$ cat src/ldp_defines.svh
// constants of the link controller dma port: offsets, fields, counts
`ifndef LDP_DEFINES_SVH
`define LDP_DEFINES_SVH
// apb register byte offsets
`define LDP_OFF_CTRL      12'h000
`define LDP_OFF_TBASE     12'h004
`define LDP_OFF_STATUS    12'h008
`define LDP_OFF_RSA       12'h00c
// control fields
`define LDP_CTRL_MODE_LO  0
`define LDP_CTRL_MODE_HI  1
`define LDP_CTRL_ENABLE   2
`define LDP_CTRL_HALT_CLR 3
// reset values
`define LDP_RST_CTRL      4'h0
`define LDP_RST_TBASE     16'h0000
// descriptor layout: byte 1 is offset 0
`define LDP_RDY_BIT       0
`define LDP_CMP_VAL       8'h80
`define LDP_TABLE_BYTES   16'h0040
// sys_clock_out half period in pclk cycles (400 ns period at 50 MHz)
`define LDP_CKO_HALF      5'd10
// timing in sys_clock_out periods, tenure in good bus cycles
`define LDP_MAX_TENURE    3'd5
`define LDP_DESC_EXTRA    2'd2
`define LDP_MR_MIN_LOW    5'd6
`define LDP_MR_MIN_HIGH   5'd6
`define LDP_MR_WINDOW     5'd30
// host register cycle length in pclk cycles
`define LDP_CPU_ACC_CYC   3'd4
`endif

$ cat src/ldp_pkg.sv
// types of the link controller dma port
package ldp_pkg;
  typedef enum logic [2:0] {
    LDP_IDLE = 3'b000,
    LDP_REQ  = 3'b001,
    LDP_ADDR = 3'b010,
    LDP_STRB = 3'b011,
    LDP_PAR  = 3'b100,
    LDP_REL  = 3'b101
  } ldp_state_t;
  typedef enum logic [1:0] {
    LDP_NORMAL = 2'b00,
    LDP_NEAR   = 2'b01,
    LDP_FAR    = 2'b10,
    LDP_ECHO   = 2'b11
  } ldp_mode_t;
endpackage

$ cat src/ldp_reset_style.sv
// master reset pulse qualifier and bus style selector
`timescale 1ns/1ps
`include "ldp_defines.svh"
module ldp_reset_style (
  input  wire logic pclk,
  input  wire logic presetn,
  input  wire logic mr_lvl,
  input  wire logic cko_rise,
  output logic      split_style
);
  logic [4:0] low_cnt_r;
  logic [4:0] high_cnt_r;
  logic       armed_r;
  logic       mr_d_r;

  // count clock-output periods in each level of the reset pin
  always_ff @(posedge pclk or negedge presetn) begin
    if (!presetn) begin
      low_cnt_r  <= 5'h00;
      high_cnt_r <= 5'h00;
      mr_d_r     <= 1'b1;
    end else begin
      mr_d_r <= mr_lvl;
      if (mr_lvl != mr_d_r) begin
        low_cnt_r  <= 5'h00;
        high_cnt_r <= 5'h00;
      end else if (cko_rise) begin
        if (!mr_lvl && low_cnt_r != 5'h1f)
          low_cnt_r <= low_cnt_r + 5'h01;
        if (mr_lvl && high_cnt_r != 5'h1f)
          high_cnt_r <= high_cnt_r + 5'h01;
      end
    end
  end

  // one valid pulse gives data strobe, a second in the window gives split
  always_ff @(posedge pclk or negedge presetn) begin
    if (!presetn) begin
      armed_r     <= 1'b0;
      split_style <= 1'b0;
    end else if (mr_lvl && !mr_d_r && low_cnt_r >= `LDP_MR_MIN_LOW) begin
      if (armed_r) begin
        split_style <= 1'b1;
        armed_r     <= 1'b0;
      end else begin
        split_style <= 1'b0;
        armed_r     <= 1'b1;
      end
    end else if (!mr_lvl && mr_d_r && armed_r && high_cnt_r < `LDP_MR_MIN_HIGH) begin
      // gap judged at the falling edge, before the counters restart
      armed_r <= 1'b0; // too short a gap starts over
    end else if (mr_lvl && armed_r && high_cnt_r >= `LDP_MR_WINDOW) begin
      armed_r <= 1'b0; // window over, next pulse is a new sequence
    end
  end
endmodule

$ cat src/ldp_dma_port.sv
// link controller dma port: descriptor completion bus master with apb control
`timescale 1ns/1ps
`include "ldp_defines.svh"
module ldp_dma_port (
  input  wire logic        pclk,
  input  wire logic        presetn,
  input  wire logic        psel,
  input  wire logic        penable,
  input  wire logic        pwrite,
  input  wire logic [11:0] paddr,
  input  wire logic [31:0] pwdata,
  output logic [31:0]      prdata,
  output logic             pready,
  output logic             pslverr,
  input  wire logic        frame_done,
  input  wire logic        frame_err,
  input  wire logic [15:0] frame_len,
  output logic             packet_received_interrupt,
  output logic             parity_error_interrupt,
  input  wire logic        master_reset_n,
  output logic             sys_clock_out,
  output logic             bus_request_n,
  input  wire logic        bus_grant_n,
  input  wire logic        chain_request_in_n,
  output logic             chain_grant_out_n,
  input  wire logic        mem_ready_n,
  input  wire logic        parity_valid_n,
  output logic [15:0]      mem_addr,
  output logic             mem_rw_n,
  output logic             address_strobe_n,
  output logic             shared_strobe_n,
  output logic             write_strobe_n,
  output logic             bus_oe_n,
  input  wire logic [7:0]  mem_data_in,
  output logic [7:0]       mem_data_out,
  output logic             mem_data_oe_n,
  input  wire logic        cpu_cs_n,
  output logic             cpu_ready_n,
  output logic             cpu_ready_oe_n,
  input  wire logic        ser_tx_core,
  output logic             ser_rx_core,
  output logic             swap_addresses,
  input  wire logic        ser_rx_pin,
  output logic             ser_tx_pin
);
  localparam int NPIN = 6;
  ldp_pkg::ldp_state_t state_r;
  ldp_pkg::ldp_mode_t  mode;
  logic [NPIN-1:0] s1_r, s2_r, s3_r, lvl_r;
  logic        grant_s, ready_s, parity_valid_n_s, chain_s, mr_s, cs_s;
  logic [4:0]  half_cnt_r;
  logic        cko_rise, cko_fall;
  logic [3:0]  ctrl_r;
  logic [15:0] tbase_r;
  logic [15:0] rsa_r;
  logic [15:0] len_r;
  logic [2:0]  idx_r;
  logic [2:0]  step_r;
  logic [2:0]  tenure_r;
  logic [1:0]  extra_r;
  logic        retry_r;
  logic        halted_r;
  logic        nobuf_r;
  logic        split_style;
  logic        own_req;
  logic        wr_now;
  logic [2:0]  cpu_cnt_r;
  logic        apb_wr;
  logic        apb_rd;
  logic        hit;

  // step table: byte offset inside the element (byte 1 is offset 0)
  function automatic logic [2:0] step_off(input logic [2:0] s);
    case (s)
      3'h1:    step_off = 3'h3;
      3'h2:    step_off = 3'h4;
      3'h3:    step_off = 3'h1;
      3'h4:    step_off = 3'h2;
      default: step_off = 3'h0;
    endcase
  endfunction

  // steps 0..2 read the element, steps 3..5 write it back
  function automatic logic step_wr(input logic [2:0] s);
    step_wr = (s >= 3'h3);
  endfunction

  assign grant_s = lvl_r[0];
  assign ready_s = lvl_r[1];
  assign parity_valid_n_s  = lvl_r[2];
  assign chain_s = lvl_r[3];
  assign mr_s    = lvl_r[4];
  assign cs_s    = lvl_r[5];

  // pin inputs: three stages, a level counts once stages two and three agree
  genvar g;
  generate
    for (g = 0; g < NPIN; g++) begin : g_sync
      always_ff @(posedge pclk or negedge presetn) begin
        if (!presetn) begin
          s1_r[g]  <= 1'b1;
          s2_r[g]  <= 1'b1;
          s3_r[g]  <= 1'b1;
          lvl_r[g] <= 1'b1;
        end else begin
          s1_r[g] <= (g == 0) ? bus_grant_n :
                     (g == 1) ? mem_ready_n :
                     (g == 2) ? parity_valid_n :
                     (g == 3) ? chain_request_in_n :
                     (g == 4) ? master_reset_n : cpu_cs_n;
          s2_r[g] <= s1_r[g];
          s3_r[g] <= s2_r[g];
          if (s2_r[g] == s3_r[g])
            lvl_r[g] <= s3_r[g];
        end
      end
    end
  endgenerate

  // clock output divider; events mark the pclk edge where it toggles
  assign cko_rise = (half_cnt_r == `LDP_CKO_HALF - 5'd1) && !sys_clock_out;
  assign cko_fall = (half_cnt_r == `LDP_CKO_HALF - 5'd1) && sys_clock_out;
  always_ff @(posedge pclk or negedge presetn) begin
    if (!presetn) begin
      half_cnt_r    <= 5'h00;
      sys_clock_out <= 1'b0;
    end else if (half_cnt_r == `LDP_CKO_HALF - 5'd1) begin
      half_cnt_r    <= 5'h00;
      sys_clock_out <= ~sys_clock_out;
    end else begin
      half_cnt_r <= half_cnt_r + 5'h01;
    end
  end

  ldp_reset_style u_style (
    .pclk        (pclk),
    .presetn     (presetn),
    .mr_lvl      (mr_s),
    .cko_rise    (cko_rise),
    .split_style (split_style)
  );

  // apb slave: zero wait states, unmapped offsets answer with an error
  assign apb_wr  = psel && penable && pwrite;
  assign apb_rd  = psel && penable && !pwrite;
  assign hit     = (paddr == `LDP_OFF_CTRL) || (paddr == `LDP_OFF_TBASE) ||
                   (paddr == `LDP_OFF_STATUS) || (paddr == `LDP_OFF_RSA);
  assign pready  = 1'b1;
  assign pslverr = psel && penable && !hit;

  always_ff @(posedge pclk or negedge presetn) begin
    if (!presetn) begin
      ctrl_r  <= `LDP_RST_CTRL;
      tbase_r <= `LDP_RST_TBASE;
    end else begin
      ctrl_r[`LDP_CTRL_HALT_CLR] <= 1'b0; // self-clearing command bit
      if (apb_wr && paddr == `LDP_OFF_CTRL)
        ctrl_r <= pwdata[3:0];
      if (apb_wr && paddr == `LDP_OFF_TBASE)
        tbase_r <= pwdata[15:0];
    end
  end

  // read data registered at the setup edge, held through the access phase
  always_ff @(posedge pclk or negedge presetn) begin
    if (!presetn) begin
      prdata <= 32'h0000_0000;
    end else if (psel && !penable && !pwrite) begin
      case (paddr)
        `LDP_OFF_CTRL:   prdata <= {28'h0, ctrl_r};
        `LDP_OFF_TBASE:  prdata <= {16'h0, tbase_r};
        `LDP_OFF_STATUS: prdata <= {23'h0, retry_r, split_style, nobuf_r, halted_r,
                                    (state_r != ldp_pkg::LDP_IDLE), 1'b0, idx_r};
        `LDP_OFF_RSA:    prdata <= {16'h0, rsa_r};
        default:         prdata <= 32'h0000_0000;
      endcase
    end
  end

  // bus request and daisy chain: merge requests, pass grant when not ours
  assign own_req = (state_r != ldp_pkg::LDP_IDLE) && (state_r != ldp_pkg::LDP_REL);
  always_ff @(posedge pclk or negedge presetn) begin
    if (!presetn) begin
      bus_request_n     <= 1'b1;
      chain_grant_out_n <= 1'b1;
    end else begin
      bus_request_n     <= !(own_req || !chain_s);
      chain_grant_out_n <= grant_s || own_req;
    end
  end

  // master state machine, stepped on clock-output edges once a frame starts it from idle
  assign wr_now = step_wr(step_r);
  always_ff @(posedge pclk or negedge presetn) begin
    if (!presetn) begin
      state_r   <= ldp_pkg::LDP_IDLE;
      step_r    <= 3'h0;
      tenure_r  <= 3'h0;
      extra_r   <= 2'h0;
      retry_r   <= 1'b0;
      halted_r  <= 1'b0;
      nobuf_r   <= 1'b0;
      idx_r     <= 3'h0;
      len_r     <= 16'h0000;
      rsa_r     <= 16'h0000;
      packet_received_interrupt <= 1'b0;
      parity_error_interrupt    <= 1'b0;
    end else begin
      packet_received_interrupt <= 1'b0;
      parity_error_interrupt    <= 1'b0;
      if (ctrl_r[`LDP_CTRL_HALT_CLR]) begin
        halted_r <= 1'b0;
        nobuf_r  <= 1'b0;
      end
      if (!mr_s) begin
        state_r <= ldp_pkg::LDP_IDLE;
      end else begin
        unique case (state_r)
          ldp_pkg::LDP_IDLE: begin
            // a frame with an error never reaches the element
            if (frame_done && !frame_err && ctrl_r[`LDP_CTRL_ENABLE] && !halted_r) begin
              len_r    <= frame_len;
              step_r   <= 3'h0;
              retry_r  <= 1'b0;
              tenure_r <= 3'h0;
              state_r  <= ldp_pkg::LDP_REQ;
            end
          end
          ldp_pkg::LDP_REQ: begin
            if (cko_fall && !grant_s) begin
              tenure_r <= 3'h0;
              state_r  <= ldp_pkg::LDP_ADDR;
            end
          end
          ldp_pkg::LDP_ADDR: begin
            if (cko_fall) begin
              extra_r <= wr_now ? 2'h0 : `LDP_DESC_EXTRA;
              state_r <= ldp_pkg::LDP_STRB;
            end
          end
          ldp_pkg::LDP_STRB: begin
            if (cko_rise) begin
              if (extra_r != 2'h0)
                extra_r <= extra_r - 2'h1;
              else if (!ready_s)
                state_r <= ldp_pkg::LDP_PAR;
            end
          end
          ldp_pkg::LDP_PAR: begin
            if (cko_fall) begin
              if (parity_valid_n_s) begin
                if (!retry_r) begin
                  retry_r <= 1'b1;
                  state_r <= ldp_pkg::LDP_ADDR;
                end else begin
                  halted_r <= 1'b1;
                  parity_error_interrupt <= 1'b1;
                  state_r  <= ldp_pkg::LDP_IDLE;
                end
              end else begin
                retry_r  <= 1'b0;
                tenure_r <= tenure_r + 3'h1;
                step_r   <= step_r + 3'h1;
                if (step_r == 3'h1)
                  rsa_r[7:0] <= mem_data_in;
                if (step_r == 3'h2)
                  rsa_r[15:8] <= mem_data_in;
                if (step_r == 3'h0 && !mem_data_in[`LDP_RDY_BIT]) begin
                  nobuf_r <= 1'b1; // no buffer offered, element left alone
                  state_r <= ldp_pkg::LDP_IDLE;
                end else if (step_r == 3'h5) begin
                  idx_r   <= idx_r + 3'h1; // circular queue of eight
                  packet_received_interrupt <= 1'b1;
                  state_r <= ldp_pkg::LDP_IDLE;
                end else if (tenure_r + 3'h1 == `LDP_MAX_TENURE) begin
                  state_r <= ldp_pkg::LDP_REL;
                end else begin
                  state_r <= ldp_pkg::LDP_ADDR;
                end
              end
            end
          end
          ldp_pkg::LDP_REL: begin
            if (cko_fall)
              state_r <= ldp_pkg::LDP_REQ; // give the bus up for one period
          end
        endcase
      end
    end
  end

  // pin drive: direction and address set in the address phase, strobes after
  always_ff @(posedge pclk or negedge presetn) begin
    if (!presetn) begin
      mem_addr         <= 16'h0000;
      mem_rw_n         <= 1'b1;
      address_strobe_n <= 1'b1;
      shared_strobe_n  <= 1'b1;
      write_strobe_n   <= 1'b1;
      mem_data_out     <= 8'h00;
    end else begin
      // element sits after the eight transmit elements
      mem_addr <= tbase_r + `LDP_TABLE_BYTES + {10'h0, idx_r, 3'h0} + {13'h0, step_off(step_r)};
      mem_rw_n <= !wr_now; // settled one period before the strobe
      case (step_r)
        3'h3:    mem_data_out <= len_r[7:0]; // count low byte first
        3'h4:    mem_data_out <= len_r[15:8];
        default: mem_data_out <= `LDP_CMP_VAL; // complete set, ready cleared
      endcase
      address_strobe_n <= !(state_r == ldp_pkg::LDP_STRB || state_r == ldp_pkg::LDP_PAR);
      // one pin: read enable in split style, data strobe otherwise
      shared_strobe_n <= !((state_r == ldp_pkg::LDP_STRB || state_r == ldp_pkg::LDP_PAR) &&
                           (!split_style || !wr_now));
      write_strobe_n  <= !((state_r == ldp_pkg::LDP_STRB || state_r == ldp_pkg::LDP_PAR) &&
                           split_style && wr_now);
    end
  end

  // float the bus outputs while master reset is low, drive them only while granted
  assign bus_oe_n      = !(mr_s && own_req && state_r != ldp_pkg::LDP_REQ);
  assign mem_data_oe_n = !(mr_s && own_req && state_r != ldp_pkg::LDP_REQ && wr_now);

  // host register cycle: ends at once when chip select goes high
  always_ff @(posedge pclk or negedge presetn) begin
    if (!presetn) begin
      cpu_cnt_r   <= 3'h0;
      cpu_ready_n <= 1'b1;
    end else if (cs_s) begin
      cpu_cnt_r   <= 3'h0;
      cpu_ready_n <= 1'b1;
    end else if (cpu_cnt_r != `LDP_CPU_ACC_CYC) begin
      cpu_cnt_r <= cpu_cnt_r + 3'h1;
    end else begin
      cpu_ready_n <= 1'b0;
    end
  end
  assign cpu_ready_oe_n = !(mr_s && !cs_s);

  // test modes: serial path registered so the pins see clean levels
  assign mode = ldp_pkg::ldp_mode_t'(ctrl_r[`LDP_CTRL_MODE_HI:`LDP_CTRL_MODE_LO]);
  always_ff @(posedge pclk or negedge presetn) begin
    if (!presetn) begin
      ser_rx_core    <= 1'b1;
      ser_tx_pin     <= 1'b1;
      swap_addresses <= 1'b0;
    end else begin
      ser_rx_core    <= (mode == ldp_pkg::LDP_NEAR) ? ser_tx_core : ser_rx_pin;
      ser_tx_pin     <= (mode == ldp_pkg::LDP_ECHO) ? ser_rx_pin :
                        (mode == ldp_pkg::LDP_NEAR) ? 1'b1 : ser_tx_core;
      swap_addresses <= (mode == ldp_pkg::LDP_NEAR) || (mode == ldp_pkg::LDP_FAR);
    end
  end
endmodule

$ cat config.mk
export PLATFORM = sky130hd
export DESIGN_NAME = ldp_dma_port
export DESIGN_NICKNAME = d
export VERILOG_FILES = /design/src/ldp_pkg.sv /design/src/ldp_reset_style.sv /design/src/ldp_dma_port.sv
export VERILOG_INCLUDE_DIRS = /design/src
export SDC_FILE = /design/constraint.sdc
export NUM_CORES = 1
export LEC_CHECK = 0
export BUFFER_PORTS_ARGS = -buffer_cell sky130_fd_sc_hd__buf_2
export CAP_MARGIN = 20
export CORE_ASPECT_RATIO = 0.5
export CORE_MARGIN = 5
export CORE_UTILIZATION = 59
export DETAILED_ROUTE_END_ITERATION = 16
export HOLD_SLACK_MARGIN = 0.1
export PLACE_DENSITY = 0.83
export SLEW_MARGIN = 20
export SYNTH_ARGS = -nofsm -noshare
export SYNTH_HDL_FRONTEND = slang
export SYNTH_SLANG_ARGS = --single-unit
$ cat constraint.sdc
create_clock -name pclk -period 5.08 [get_ports pclk]
set_clock_uncertainty 0.2 [all_clocks]
set_input_delay 0.508 -clock pclk [delete_from_list [all_inputs] [get_ports pclk]]
set_output_delay 0.508 -clock pclk [all_outputs]
set_load 0.01 [all_outputs]
==> impl_metrics.env <==
export IMPL_grt_pass1_wl_um=26170
export IMPL_dp_hpwl_um=11180
export IMPL_layout_setup_ws_ns=1.769
export IMPL_synth_top_cell_area_share_pct=44.49
export IMPL_gp_congestion=0.8660
export IMPL_p_leak_nw=4.515
export IMPL_synth_seq_cells=167
export IMPL_grt_pass1_vias=5307
export IMPL_critPathLaunchType="flip-flop"
export IMPL_reg2reg_slack_ns=1.77
export IMPL_synth_top_area_cell="dfrtp_1"
export IMPL_htree_levels=4
export IMPL_fin_setup_tns_ns=0
export IMPL_place_ws_ns=1.831
export IMPL_min_path_type="in2reg"
export IMPL_wl_um=16110
export IMPL_nNetsFinal=870
export IMPL_io_buffers=123
export IMPL_slowest_delay_ns=0.47
export IMPL_rsz0062_at_grt="no"
export IMPL_syn_area_per_cell_um2=12.05
export IMPL_max_freq_ghz=0.3020
export IMPL_coreArea_um2=12550
export IMPL_cts_sinks=167
export IMPL_cap_violations=0
export IMPL_min_period_ns=3.311
export IMPL_synth_edf_count=0
export IMPL_start_util_pct=59.59
export IMPL_drv_slew=0
export IMPL_grt_usage_pct=22.09
export IMPL_insertion_delay_ns=0.42
export IMPL_viasPerCell=5.529
export IMPL_avgRoutedWirePerCell_um=17.14
export IMPL_cp_data_arrival_time_ns=3.41
export IMPL_rows=29
export IMPL_synthCells=621
export IMPL_hold_slack_ns=0.1122
export IMPL_ys_types=65
export IMPL_ant_nets=0
export IMPL_slew_headroom_pct=26.17
export IMPL_final_layout_size_suffix_gt1_share_pct=33.77
export IMPL_finalSetupViolations=0
export IMPL_cts_buffer_depth=2
export IMPL_hold_viol=0
export IMPL_status="complete, no violations"
export IMPL_dieArea_um2=15170
export IMPL_cp_top_family="adder cells"
export IMPL_ys_warnings_count=0
export IMPL_antenna_cells=0
export IMPL_cts_tree="built"
export IMPL_antenna_found_initial=0
export IMPL_die_y_um=89.63
export IMPL_worstPathCellList="ha_1, ha_1, nand2b_1, ha_1, inv_1, fa_1, nor2b_1, o31a_1, o21ai_0, a21boi_0, xor2_1"
export IMPL_crit_slowest_cell="o21ai_0"
export IMPL_worst_setup_path_type="reg2reg"
export IMPL_syn_area_um2=7481
export IMPL_drc=0
export IMPL_cp_required_ns=5.18
export IMPL_synthArstFlopShare_pct=100.0
export IMPL_clkTransAtPathRegs_ns=0.07
export IMPL_io_pins=157
export IMPL_synth_area_leaders="dfrtp_1 (44%), dfstp_2 (12%), mux2_2 (7.7%)"
export IMPL_ys_seq_area_share_pct=56.43
export IMPL_fill_cells=872
export IMPL_num_vias=5197
export IMPL_cts_buffers=17
export IMPL_grt_max_degree=85
export IMPL_worst_path_buf_inv=1
export IMPL_period_share_pct=65.18
export IMPL_die_w_um=169.2
export IMPL_yosys_most_used_dff="dfrtp_1"
export IMPL_root_buffer="clkbuf_16"
export IMPL_dr_pass1_iters=5
export IMPL_worst_pin_slew_ns=1.097
export IMPL_area_growth_pct=19.50
export IMPL_crit_top_cell="ha_1"
export IMPL_cp_max_fo=11
export IMPL_crit_path_end_kind="flip-flop"
export IMPL_grt_overflow_total=0
export IMPL_powerDensity_nw_per_um2=327.8
export IMPL_drt_iter0_markers=438
export IMPL_ir_worst_vdd_mv=0.1802
area by class of cell:
class                           count  area (um^2)  share of cell area, %
Sequential cell                   167         4222                  47.22
Multi-Input combinational cell    403         2995                  33.51
Timing Repair Buffer              136        742.0                  8.300
Clock buffer                       19        452.9                  5.066
Tap cell                          170        212.7                  2.379
Clock inverter                     13        195.2                  2.183
Inverter                           32        120.1                  1.344
cells in the mapped netlist (4+ instances only):
cell,count
nand2b_1,7
mux2_2,51
ha_1,29
nand4_1,7
maj3_1,6
xnor2_1,17
nand3_1,9
nor3_1,5
nor2_1,41
nor3b_1,4
dfstp_2,34
mux2i_1,7
nand2_1,52
inv_1,31
a31oi_1,4
a22o_1,12
a21o_1,6
buf_4,17
and2_1,7
nor2b_1,7
o31ai_1,5
a22oi_1,8
dfrtp_1,133
o21ai_0,23
a21oi_1,13
xor2_1,10
clkbuf_1,14
metal layers:
| layer | vias to the layer above | track usage (%) | share of wire (%) |
|---|---|---|---|
| met5 | - | 0 | 0 |
| met4 | 0 | 7.743 | 1.9 |
| li1 | 2403 | - | - |
| met2 | 166 | 39.13 | 51 |
| met3 | 34 | 5.553 | 6.3 |
| met1 | 2594 | 27.14 | 41 |
path summary, 6_finish.rpt:
path | depth (start not counted) | start | to
worst max register to register | 11 | step_r[0]$_DFFE_PN0P_ | mem_addr[8]$_DFF_PN0_
worst min register to register | 0 | s1_r[0]$_DFF_PN1_ | s2_r[0]$_DFF_PN1_
worst max-delay path | 11 | step_r[0]$_DFFE_PN0P_ | mem_addr[8]$_DFF_PN0_
max in group asynchronous | 3 | presetn | prdata[14]$_DFFE_PN0P_
min in group asynchronous | 2 | presetn | half_cnt_r[2]$_DFF_PN0_
worst min-delay path | 2 | pwdata[15] | tbase_r[15]$_DFFE_PN0P_
kinds of logic after synthesis:
group                      share of synthesized area [%]
and+or+nand+nor                                    11.76
DFF                                                56.43
AOI/OAI and AO/OA                                  8.229
buffers and inverters                              4.281
muxes                                              10.12
adders and majority gates                          5.921
xor gates and xnor gates                           3.161
other                                             0.1004
stage by stage:
stage	total power [mW]	cell area, um^2	utilization, %	instances
after global placement	1.543	8202	65.33	899
after global routing	3.039	8940	71.21	940
after detailed placement	1.549	8202	65.33	899
final	2.930	8940	71.21	940
after CTS	2.948	8940	71.21	940
after floorplan	1.481	7537	-	636
sequential cells by signal, indices dropped and copies added, names as in the netlist, 2 cells and up:
register,cells
mem_data_out,8
extra_r,2
cpu_cnt_r,3
prdata,16
idx_r,3
mem_addr,16
ctrl_r,4
tenure_r,3
rsa_r,16
half_cnt_r,5
s3_r,6
u_style.low_cnt_r,5
len_r,16
u_style.high_cnt_r,5
s1_r,6
step_r,3
state_r,3
tbase_r,16
s2_r,6
cells in the final DEF (no fill, tap or decap), types with 9 or more instances in the layout:
cell	Yosys	final
dfrtp_1	133	133
buf_2	1	122
nand2_1	52	52
mux2_2	51	51
nor2_1	41	41
dfstp_2	34	34
inv_1	31	31
ha_1	29	29
o21ai_0	23	23
xnor2_1	17	17
conb_1	2	17
clkbuf_16	0	17
a21oi_1	13	13
a22o_1	12	12
xor2_1	10	10
nand3_1	9	9
dlygate4sd3_1	0	9
power breakdown:
group / leakage (nW) / internal, mW / total [mW] / switching (mW)
Clock: 0.312 / 0.857 / 1.40 / 0.542
Combinational: 2.02 / 0.0580 / 0.143 / 0.0845
Sequential: 2.18 / 1.37 / 1.39 / 0.0216
worst register-to-register path, cell delays in order, from the launching register on:
cell and delay [ns]:
dfrtp_1 0.43, ha_1 0.22, ha_1 0.34, nand2b_1 0.24, ha_1 0.24, inv_1 0.09
fa_1 0.21, nor2b_1 0.08, o31a_1 0.26, o21ai_0 0.47, a21boi_0 0.24, xor2_1 0.18
repair_timing:
action	4_1_cts	5_1_grt
gates resized for setup	0	0
endpoints found under the hold margin	66	0
setup buffers	0	0
endpoints found under the setup margin	0	0
hold buffers	9	0
Power figures use the tool's default switching activity.
